===== src/core/pin_irq_pkg.sv =====
/*
  Constants and carrier types for the port edge interrupt and wired-or block.
  Assumes a 32-bit APB master on pclk; register offsets are byte addresses.
*/
package pin_irq_pkg;

  // ==========================================================================
  // Bus geometry
  // ==========================================================================
  localparam int ADDR_W = 12;
  localparam int DATA_W = 32;

  // ==========================================================================
  // Register offsets
  // ==========================================================================
  localparam logic [11:0] RESERVED_OFF = 12'h000;
  localparam logic [11:0] PORT_R_OD_OFF = 12'h004;
  localparam logic [11:0] PORT_R_DIR_OFF = 12'h008;
  localparam logic [11:0] PORT_R_DATA_OFF = 12'h00c;
  localparam logic [11:0] PORT_T_POL_OFF = 12'h010;
  localparam logic [11:0] PORT_S_POL_OFF = 12'h014;
  localparam logic [11:0] PORT_T_IEN_OFF = 12'h018;
  localparam logic [11:0] PORT_T_FLG_OFF = 12'h01c;
  localparam logic [11:0] PORT_S_IEN_OFF = 12'h020;
  localparam logic [11:0] PORT_S_FLG_OFF = 12'h024;
  localparam logic [11:0] PORT_AD_IEN_OFF = 12'h028;
  localparam logic [11:0] PORT_AD_FLG_OFF = 12'h02c;
  localparam logic [11:0] PIN_STATE_OFF = 12'h030;

  // ==========================================================================
  // Reset values and implemented bit masks
  // ==========================================================================
  localparam logic [7:0] OD_RESET = 8'h00;
  localparam logic [7:0] DIR_RESET = 8'h00;
  localparam logic [7:0] DATA_RESET = 8'h00;
  localparam logic [7:0] POL_RESET = 8'h00;
  localparam logic [7:0] IEN_RESET = 8'h00;
  localparam logic [7:0] FLG_RESET = 8'h00;
  localparam logic [7:0] T_FLAG_MASK = 8'h60;
  localparam logic [7:0] S_PIN_MASK = 8'h6c;
  localparam logic [7:0] AD_FLAG_MASK = 8'hff;
  localparam logic [7:0] T_IEN_MASK = 8'hff;

  // ==========================================================================
  // Timing
  // ==========================================================================
  // Cycles after reset before the synchronised pins are trusted for edges
  localparam logic [1:0] SYNC_SETTLE = 2'd3;

  // ==========================================================================
  // Carrier: one byte per edge-capable port
  // ==========================================================================
  typedef struct packed {
    logic [7:0] ad;
    logic [7:0] s;
    logic [7:0] t;
  } edge_pins_t;

endpackage


===== src/core/port_pin_edge_interrupts.sv =====
/*
  Edge interrupt flags for ports T, S and AD, wired-or output control for
  port R, and the APB register file that reaches them.
  Assumes an APB master on pclk, pins that are asynchronous to pclk, and an
  external pad that resolves the port R wire from port_r_pin_out and _oe.
*/
// What this block does
// - A set port R open-drain bit makes that output only pull low, a clear one drives both levels.
// - The open-drain bits change nothing on a port R pin that is an input.
// - The reserved word reads as zero and ignores writes.
// - Port T has eight read-write enable bits; only six and five gate an edge interrupt.
// - Port T flags six and five are set by the edge that the port T polarity bit selects.
// - Writing one clears an edge flag and writing zero leaves it alone.
// - A pin requests an interrupt while its flag and its enable are both set.
// - Port S enable bits exist only at six, five, three and two.
// - Port S flags six, five, three and two are set by the edge their polarity bit selects.
// - Port AD has eight read-write enable bits, each gating its pin's edge interrupt.
// - Each port AD flag is set by a falling edge on its pin.
// - Writing one clears a port AD flag and writing zero alters none.
// - Polarity one selects a rising edge and zero a falling edge.
module port_pin_edge_interrupts (
  // Clock, reset and freeze
  input wire logic pclk,
  input wire logic presetn,
  input wire logic ce,
  // APB slave
  input wire logic psel,
  input wire logic penable,
  input wire logic pwrite,
  input wire logic [11:0] paddr,
  input wire logic [31:0] pwdata,
  output logic [31:0] prdata,
  output logic pready,
  output logic pslverr,
  // Port R pad
  input wire logic [7:0] port_r_pin_in,
  output logic [7:0] port_r_pin_out,
  output logic [7:0] port_r_pin_oe,
  // Edge capable pins
  input wire pin_irq_pkg::edge_pins_t edge_pin_in,
  // Interrupt
  output logic irq
);

  // ==========================================================================
  // State
  // ==========================================================================
  logic [31:0] prdata_reg, prdata_next;
  logic pready_reg, pready_next;
  logic pslverr_reg, pslverr_next;
  logic [7:0] port_r_open_drain_select_reg, port_r_open_drain_select_next;
  logic [7:0] port_r_dir_reg, port_r_dir_next;
  logic [7:0] port_r_data_reg, port_r_data_next;
  logic [7:0] port_t_polarity_select_reg, port_t_polarity_select_next;
  logic [7:0] port_s_polarity_select_reg, port_s_polarity_select_next;
  pin_irq_pkg::edge_pins_t irq_enable_reg, irq_enable_next;
  pin_irq_pkg::edge_pins_t edge_flags_reg, edge_flags_next;
  logic irq_reg, irq_next;

  logic [31:0] pin_meta_reg;
  logic [31:0] pin_sync_reg;
  logic [31:0] pin_prev_reg;
  logic [1:0] settle_reg, settle_next;
  logic [7:0] port_r_pin_out_reg, port_r_pin_out_next;
  logic [7:0] port_r_pin_oe_reg, port_r_pin_oe_next;

  // ==========================================================================
  // Edge detection
  // ==========================================================================
  logic [23:0] edge_now;
  logic [23:0] edge_old;
  logic [23:0] polarity;
  logic [23:0] flag_mask;
  logic [23:0] edge_set;
  logic settled;

  assign edge_now = pin_sync_reg[23:0];
  assign edge_old = pin_prev_reg[23:0];
  // Port AD has no polarity control and is always falling-edge
  assign polarity = {8'h00, port_s_polarity_select_reg, port_t_polarity_select_reg};
  assign flag_mask = {pin_irq_pkg::AD_FLAG_MASK, pin_irq_pkg::S_PIN_MASK,
                      pin_irq_pkg::T_FLAG_MASK};
  // Reset leaves the sync chain at zero; a pin already high would look
  // like a rising edge, so edges are ignored until the chain has settled.
  assign settled = (settle_reg == pin_irq_pkg::SYNC_SETTLE);

  genvar i;
  generate
    for (i = 0; i < 24; i = i + 1)
    begin : g_edge
      assign edge_set[i] = settled && flag_mask[i] &&
                           (polarity[i] ? (edge_now[i] && !edge_old[i])
                                        : (!edge_now[i] && edge_old[i]));
    end
  endgenerate

  // ==========================================================================
  // Bus decode and register updates
  // ==========================================================================
  logic access;
  logic wr_fire;
  logic [23:0] flag_clear;
  logic [31:0] rd_data;
  logic rd_err;

  // Zero-wait answers would need a combinational pready, so each access
  // phase spends one cycle preparing a registered answer.
  assign access = psel && penable;
  assign wr_fire = access && pready_reg && pwrite;

  always_comb
  begin
    rd_data = 32'h0000_0000;
    rd_err = 1'b0;
    if (paddr == pin_irq_pkg::RESERVED_OFF)
    begin
      rd_data = 32'h0000_0000;
    end
    else if (paddr == pin_irq_pkg::PORT_R_OD_OFF)
    begin
      rd_data = {24'h000000, port_r_open_drain_select_reg};
    end
    else if (paddr == pin_irq_pkg::PORT_R_DIR_OFF)
    begin
      rd_data = {24'h000000, port_r_dir_reg};
    end
    else if (paddr == pin_irq_pkg::PORT_R_DATA_OFF)
    begin
      rd_data = {24'h000000, port_r_data_reg};
    end
    else if (paddr == pin_irq_pkg::PORT_T_POL_OFF)
    begin
      rd_data = {24'h000000, port_t_polarity_select_reg};
    end
    else if (paddr == pin_irq_pkg::PORT_S_POL_OFF)
    begin
      rd_data = {24'h000000, port_s_polarity_select_reg};
    end
    else if (paddr == pin_irq_pkg::PORT_T_IEN_OFF)
    begin
      rd_data = {24'h000000, irq_enable_reg.t};
    end
    else if (paddr == pin_irq_pkg::PORT_T_FLG_OFF)
    begin
      rd_data = {24'h000000, edge_flags_reg.t};
    end
    else if (paddr == pin_irq_pkg::PORT_S_IEN_OFF)
    begin
      rd_data = {24'h000000, irq_enable_reg.s};
    end
    else if (paddr == pin_irq_pkg::PORT_S_FLG_OFF)
    begin
      rd_data = {24'h000000, edge_flags_reg.s};
    end
    else if (paddr == pin_irq_pkg::PORT_AD_IEN_OFF)
    begin
      rd_data = {24'h000000, irq_enable_reg.ad};
    end
    else if (paddr == pin_irq_pkg::PORT_AD_FLG_OFF)
    begin
      rd_data = {24'h000000, edge_flags_reg.ad};
    end
    else if (paddr == pin_irq_pkg::PIN_STATE_OFF)
    begin
      rd_data = pin_sync_reg;
    end
    else
    begin
      rd_err = 1'b1;
    end
  end

  always_comb
  begin
    prdata_next = prdata_reg;
    pready_next = 1'b0;
    pslverr_next = 1'b0;
    port_r_open_drain_select_next = port_r_open_drain_select_reg;
    port_r_dir_next = port_r_dir_reg;
    port_r_data_next = port_r_data_reg;
    port_t_polarity_select_next = port_t_polarity_select_reg;
    port_s_polarity_select_next = port_s_polarity_select_reg;
    irq_enable_next = irq_enable_reg;
    flag_clear = 24'h000000;
    if (access && !pready_reg)
    begin
      pready_next = 1'b1;
      pslverr_next = rd_err;
      prdata_next = pwrite ? 32'h0000_0000 : rd_data;
    end
    if (wr_fire)
    begin
      // reserved and unmapped writes fall through unused
      if (paddr == pin_irq_pkg::PORT_R_OD_OFF)
      begin
        port_r_open_drain_select_next = pwdata[7:0];
      end
      else if (paddr == pin_irq_pkg::PORT_R_DIR_OFF)
      begin
        port_r_dir_next = pwdata[7:0];
      end
      else if (paddr == pin_irq_pkg::PORT_R_DATA_OFF)
      begin
        port_r_data_next = pwdata[7:0];
      end
      else if (paddr == pin_irq_pkg::PORT_T_POL_OFF)
      begin
        port_t_polarity_select_next = pwdata[7:0];
      end
      else if (paddr == pin_irq_pkg::PORT_S_POL_OFF)
      begin
        port_s_polarity_select_next = pwdata[7:0];
      end
      else if (paddr == pin_irq_pkg::PORT_T_IEN_OFF)
      begin
        irq_enable_next.t = pwdata[7:0] & pin_irq_pkg::T_IEN_MASK;
      end
      else if (paddr == pin_irq_pkg::PORT_T_FLG_OFF)
      begin
        flag_clear[7:0] = pwdata[7:0];
      end
      else if (paddr == pin_irq_pkg::PORT_S_IEN_OFF)
      begin
        irq_enable_next.s = pwdata[7:0] & pin_irq_pkg::S_PIN_MASK;
      end
      else if (paddr == pin_irq_pkg::PORT_S_FLG_OFF)
      begin
        flag_clear[15:8] = pwdata[7:0];
      end
      else if (paddr == pin_irq_pkg::PORT_AD_IEN_OFF)
      begin
        irq_enable_next.ad = pwdata[7:0];
      end
      else if (paddr == pin_irq_pkg::PORT_AD_FLG_OFF)
      begin
        flag_clear[23:16] = pwdata[7:0];
      end
    end
    edge_flags_next = (edge_flags_reg & ~flag_clear) | edge_set;
    irq_next = |(edge_flags_next & irq_enable_next);
  end

  always_ff @(posedge pclk or negedge presetn)
  begin
    if (!presetn)
    begin
      prdata_reg <= 32'h0000_0000;
      pready_reg <= 1'b0;
      pslverr_reg <= 1'b0;
      port_r_open_drain_select_reg <= pin_irq_pkg::OD_RESET;
      port_r_dir_reg <= pin_irq_pkg::DIR_RESET;
      port_r_data_reg <= pin_irq_pkg::DATA_RESET;
      port_t_polarity_select_reg <= pin_irq_pkg::POL_RESET;
      port_s_polarity_select_reg <= pin_irq_pkg::POL_RESET;
      irq_enable_reg <= {3{pin_irq_pkg::IEN_RESET}};
      edge_flags_reg <= {3{pin_irq_pkg::FLG_RESET}};
      irq_reg <= 1'b0;
    end
    else if (ce)
    begin
      prdata_reg <= prdata_next;
      pready_reg <= pready_next;
      pslverr_reg <= pslverr_next;
      port_r_open_drain_select_reg <= port_r_open_drain_select_next;
      port_r_dir_reg <= port_r_dir_next;
      port_r_data_reg <= port_r_data_next;
      port_t_polarity_select_reg <= port_t_polarity_select_next;
      port_s_polarity_select_reg <= port_s_polarity_select_next;
      irq_enable_reg <= irq_enable_next;
      edge_flags_reg <= edge_flags_next;
      irq_reg <= irq_next;
    end
  end

  // ==========================================================================
  // Pin synchronisers and port R drivers
  // ==========================================================================
  always_comb
  begin
    settle_next = settle_reg;
    if (!settled)
    begin
      settle_next = settle_reg + 2'd1;
    end
    port_r_pin_out_next = port_r_data_reg & ~port_r_open_drain_select_reg;
    port_r_pin_oe_next = port_r_dir_reg &
                         (~port_r_open_drain_select_reg | ~port_r_data_reg);
  end

  always_ff @(posedge pclk or negedge presetn)
  begin
    if (!presetn)
    begin
      pin_meta_reg <= 32'h0000_0000;
      pin_sync_reg <= 32'h0000_0000;
      pin_prev_reg <= 32'h0000_0000;
      settle_reg <= 2'd0;
      port_r_pin_out_reg <= 8'h00;
      port_r_pin_oe_reg <= 8'h00;
    end
    else if (ce)
    begin
      pin_meta_reg <= {port_r_pin_in, edge_pin_in};
      pin_sync_reg <= pin_meta_reg;
      pin_prev_reg <= pin_sync_reg;
      settle_reg <= settle_next;
      port_r_pin_out_reg <= port_r_pin_out_next;
      port_r_pin_oe_reg <= port_r_pin_oe_next;
    end
  end

  // ==========================================================================
  // Outputs
  // ==========================================================================
  assign prdata = prdata_reg;
  assign pready = pready_reg;
  assign pslverr = pslverr_reg;
  assign port_r_pin_out = port_r_pin_out_reg;
  assign port_r_pin_oe = port_r_pin_oe_reg;
  assign irq = irq_reg;

endmodule // port_pin_edge_interrupts


===== config.mk =====
export PLATFORM = sky130hd
export DESIGN_NAME = port_pin_edge_interrupts
export DESIGN_NICKNAME = d
export VERILOG_FILES = /design/src/core/pin_irq_pkg.sv /design/src/core/port_pin_edge_interrupts.sv
export SDC_FILE = /design/constraint.sdc
export NUM_CORES = 1
export LEC_CHECK = 0
export BUFFER_PORTS_ARGS = -buffer_cell sky130_fd_sc_hd__buf_2
export CORE_ASPECT_RATIO = 2
export CORE_MARGIN = 4
export CORE_UTILIZATION = 36
export CTS_CLUSTER_SIZE = 8
export DETAILED_ROUTE_END_ITERATION = 7
export GPL_ROUTABILITY_DRIVEN = 0
export GPL_TIMING_DRIVEN = 0
export PLACE_DENSITY = 0.63
export REMOVE_ABC_BUFFERS = 1
export SYNTH_ARGS = -nofsm -noshare
export SYNTH_HDL_FRONTEND = slang
export SYNTH_SLANG_ARGS = --single-unit

===== constraint.sdc =====
create_clock -name pclk -period 2.2 [get_ports pclk]
set_input_delay 0.44 -clock pclk [delete_from_list [all_inputs] [get_ports pclk]]
set_output_delay 0.44 -clock pclk [all_outputs]
set_load 0.05 [all_outputs]

==> key figures <==
Yosys
  • Sequential share of the synthesized area: 54.9%
  • Cells after Synth: 858
  • Synth cell types: 59
  • Post-synth EDFFs: 0
  • Mapped Area: 9990 sq um
  • Synth area leader: dfrtp_1
  • Top_reg_cell synth: dfrtp_1
  • Mapped Avg Cell Area: 11.6 sq um
  • Synth top area cells: dfrtp_1, mux2_2, nand2_1
  • Yosys warning count: 0
  • Synth async-reset ratio: 100%
  • Yosys top cell area share: 54.9%
  • Post-synth top cells: dfrtp_1, mux2_2, nand2_1
  • Yosys reg bits: 219
  • Most numerous cell in the Yosys netlist: dfrtp_1

Die
  • Die Area: 30,600 sq um
  • CORE AREA: 27,400 sq um
  • Ports: 133
  • Row count: 86
  • Die height: 244 microns
  • Die Wd: 126 microns
  • Effective utilization at floorplan: 36.4%

Final layout
  • Fill cells: 2,560
  • Layout Nets: 1,076
  • Layout cells sized above 1: 35.6%
  • Layout area overhead: 22.8%
  • Fin area: 12,300 sq um
  • N_diodes: 0

Worst setup path
  • CP startpoint kind: input port
  • FF-to-FF Start: pready
  • Crit path cell chain: buf_8 > or4_4 > or4_4 > nor2_4 > mux2i_1 > a21oi_1 > or4_4 > o32a_1
  • CP arrival: 2.96 ns
  • Reg2reg setup slack: -0.27 ns
  • Critical Path Most Common Cell: or4_4
  • Critical Path RT: 2.64 ns
  • RR Endpoint: irq
  • FF-to-FF path depth: 7
  • Crit-path max FO: 4
  • Critical Path Slowest Stage Cell: or4_4
  • Critical path capture point type: register
  • Critical path's largest stage delay: 0.59 ns
  • Critical path type: input port to register

Clock tree
  • H-tree depth: 1
  • Sink Count: 219
  • Worst skew pair latency: 0.56 ns
  • Deepest clock path buffer count: 3
  • Reg clk slew, reported paths: 0.05 ns
  • CTS tree: built
  • CTS root buf: clkbuf_16
  • CTS Buf Count: 31

Worst hold path
  • HP Class: input port to register
  • Worst hold path endpoint: pin_meta_reg[30]
  • Min-Delay Startpoint: port_r_pin_in[6]
  • Hold-critical path depth: 2

Status
  • Status: finished, violations left
  • Failing checks: negative setup slack

Power and ir drop
  • Sw frac: 25.0%
  • Part of the power in combinational logic: 10.3%
  • Max IR drop VDD: 0.484 mV
  • Clock share of power: 42.1%
  • Seq pwr share: 47.6%
  • Final Total Pwr: 9760 uW
  • Switching power: 2440 uW
  • Internal power: 7320 uW
  • Pwr Density: 796 nW/um^2
  • Leakage power: 0.00564 uW

Route
  • Met1 Wirelength: 9860 microns
  • Max Used Layer: met4
  • Routed len/inst: 20.8 microns
  • Via/cell ratio: 5.68
  • WL met3: 1380 microns
  • Iteration-0 DRC count of the detailed router: 454
  • Residual DRC: 0
  • DRT Pass-1 Iters: 5
  • Total wire length: 28,000 microns
  • ANT nets after route: 0
  • Vias: 7,634
  • Wire length on met2: 15,000 microns

Timing
  • Period minus WS final: 2.53 ns
  • Fin crit share: 115%
  • Worst Tran Pin Value: 0.704 ns
  • RSZ-0062 raised after global routing: yes
  • Fmax: 0.396 GHz
  • Slew Limit Fails: 0
  • Clk_skew: 0.0209 ns
  • Worst rel slew slack: 53.1%
  • Hold Vio Cnt, Final: 0
  • Final WS setup: -0.328 ns
  • Setup violators final: 4

Place
  • Setup WS pre-CTS: -1.98 ns
  • PortBufs: 108
  • DP HPWL: 19,400 microns
  • DP Area: 10,900 sq um

GRT
  • Total grt overflow: 0
  • Global Route Usage Sum: 18.0%
  • Initial antenna violation count: 0
  • Vias in the first global route: 7,892
  • Largest net degree at the start of global routing: 100
  • First-pass GRT wire length: 44,000 microns

Run
  • Max-capacitance violation count: 0
[final cells by class]
class,instances,area [sq um],share of cell area (%)
clock buffers,31,776,6.32
clock inverters,2,27.5,0.224
inverters,25,93.8,0.765
multi-input cells,568,4450,36.3
flip-flops and latches,219,5480,44.7
well taps,352,440,3.59
repair buffers,148,995,8.11
[metal layers]
metal / global-route usage (%) / up-vias
met3: 2.59 / 99
met2: 33.1 / 275
met5: 0 / -
li1: - / 3425
met1: 19.4 / 3835
met4: 10.4 / 0
[metrics by stage]
step,setup TNS (ns),hold WS (ns),utilization (%),std cells
after global routing,-0.459,0.0853,44.7,1345
after CTS,-2.06,0.0827,43.9,1328
after floorplan,-49.42,0.144,-,812
after global placement,-1106.77,0.466,39.3,1272
after detailed placement,-137.84,0.357,39.8,1277
final,-0.386,0.108,44.7,1345
[worst max-delay path: cells and delay by family]
family / cells / cell delay [ns]
AND/OR/NAND/NOR: 4 / 1.81
multiplexers: 1 / 0.21
buffers and inverters: 1 / 0.10
AO/OA/AOI/OAI: 2 / 0.40
[worst max-delay path by stage]
| stage | start | end | slack (ns) | cells past startpoint |
|---|---|---|---|---|
| 2_1_floorplan | paddr[1] | irq | -0.84 | 7 |
| 3_3_place_gp | ce | prdata[15] | -5.61 | 6 |
| 3_5_place_dp | ce | prdata[14] | -1.98 | 7 |
| 4_1_cts | paddr[10] | irq | -0.35 | 8 |
| 5_1_grt | paddr[6] | irq | -0.37 | 8 |
| 6_report | paddr[6] | irq | -0.33 | 8 |
[power groups by stage]
| stage | combinational, uW | clock [uW] | sequential (uW) |
|---|---|---|---|
| 6_report | 1000 | 4110 | 4650 |
| 5_1_grt | 1120 | 4400 | 4690 |
| 4_1_cts | 1000 | 4240 | 4640 |
| 3_5_place_dp | 978 | 0 | 4710 |
| 3_3_place_gp | 928 | 0 | 4690 |
| 2_1_floorplan | 570 | 0 | 4630 |
[repair_timing]
action | 4_1_cts | 5_1_grt
setup endpoints to repair | 119 | 49
hold buffers | 1 | 0
pin swaps | 13 | 14
endpoints found under the hold margin | 42 | 0
buffers inserted | 17 | 17
gates resized for setup | 40 | 16
[cells by family (layout without fill, tap and decap cells)]
| logic type | Yosys count | count (layout) | share of synthesized area [%] |
|---|---|---|---|
| flops | 219 | 219 | 54.9 |
| compound gates | 209 | 209 | 14.4 |
| simple gates | 205 | 205 | 11.0 |
| mux | 146 | 146 | 16.3 |
| buf+inv | 71 | 206 | 2.74 |
| xor+xnor | 7 | 7 | 0.614 |
| fa+ha+maj | 1 | 1 | 0.125 |
[cells in the final DEF (no fill, tap or decap), types with 6 or more instances in the layout]
cell type and instances:
dfrtp_1 219, mux2_2 129, buf_2 101, nand2_1 73, o21ai_0 54, buf_4 32
a22o_1 31, nor2_1 31, clkbuf_16 31, inv_1 25, a21oi_1 24, o22ai_1 23
a22oi_1 18, nand4_1 17, mux2i_1 16, nand3_1 12, a21boi_0 11, o221ai_1 10
nand3b_1 8, and2_1 6, and3b_1 6
Power figures use the tool's default switching activity.
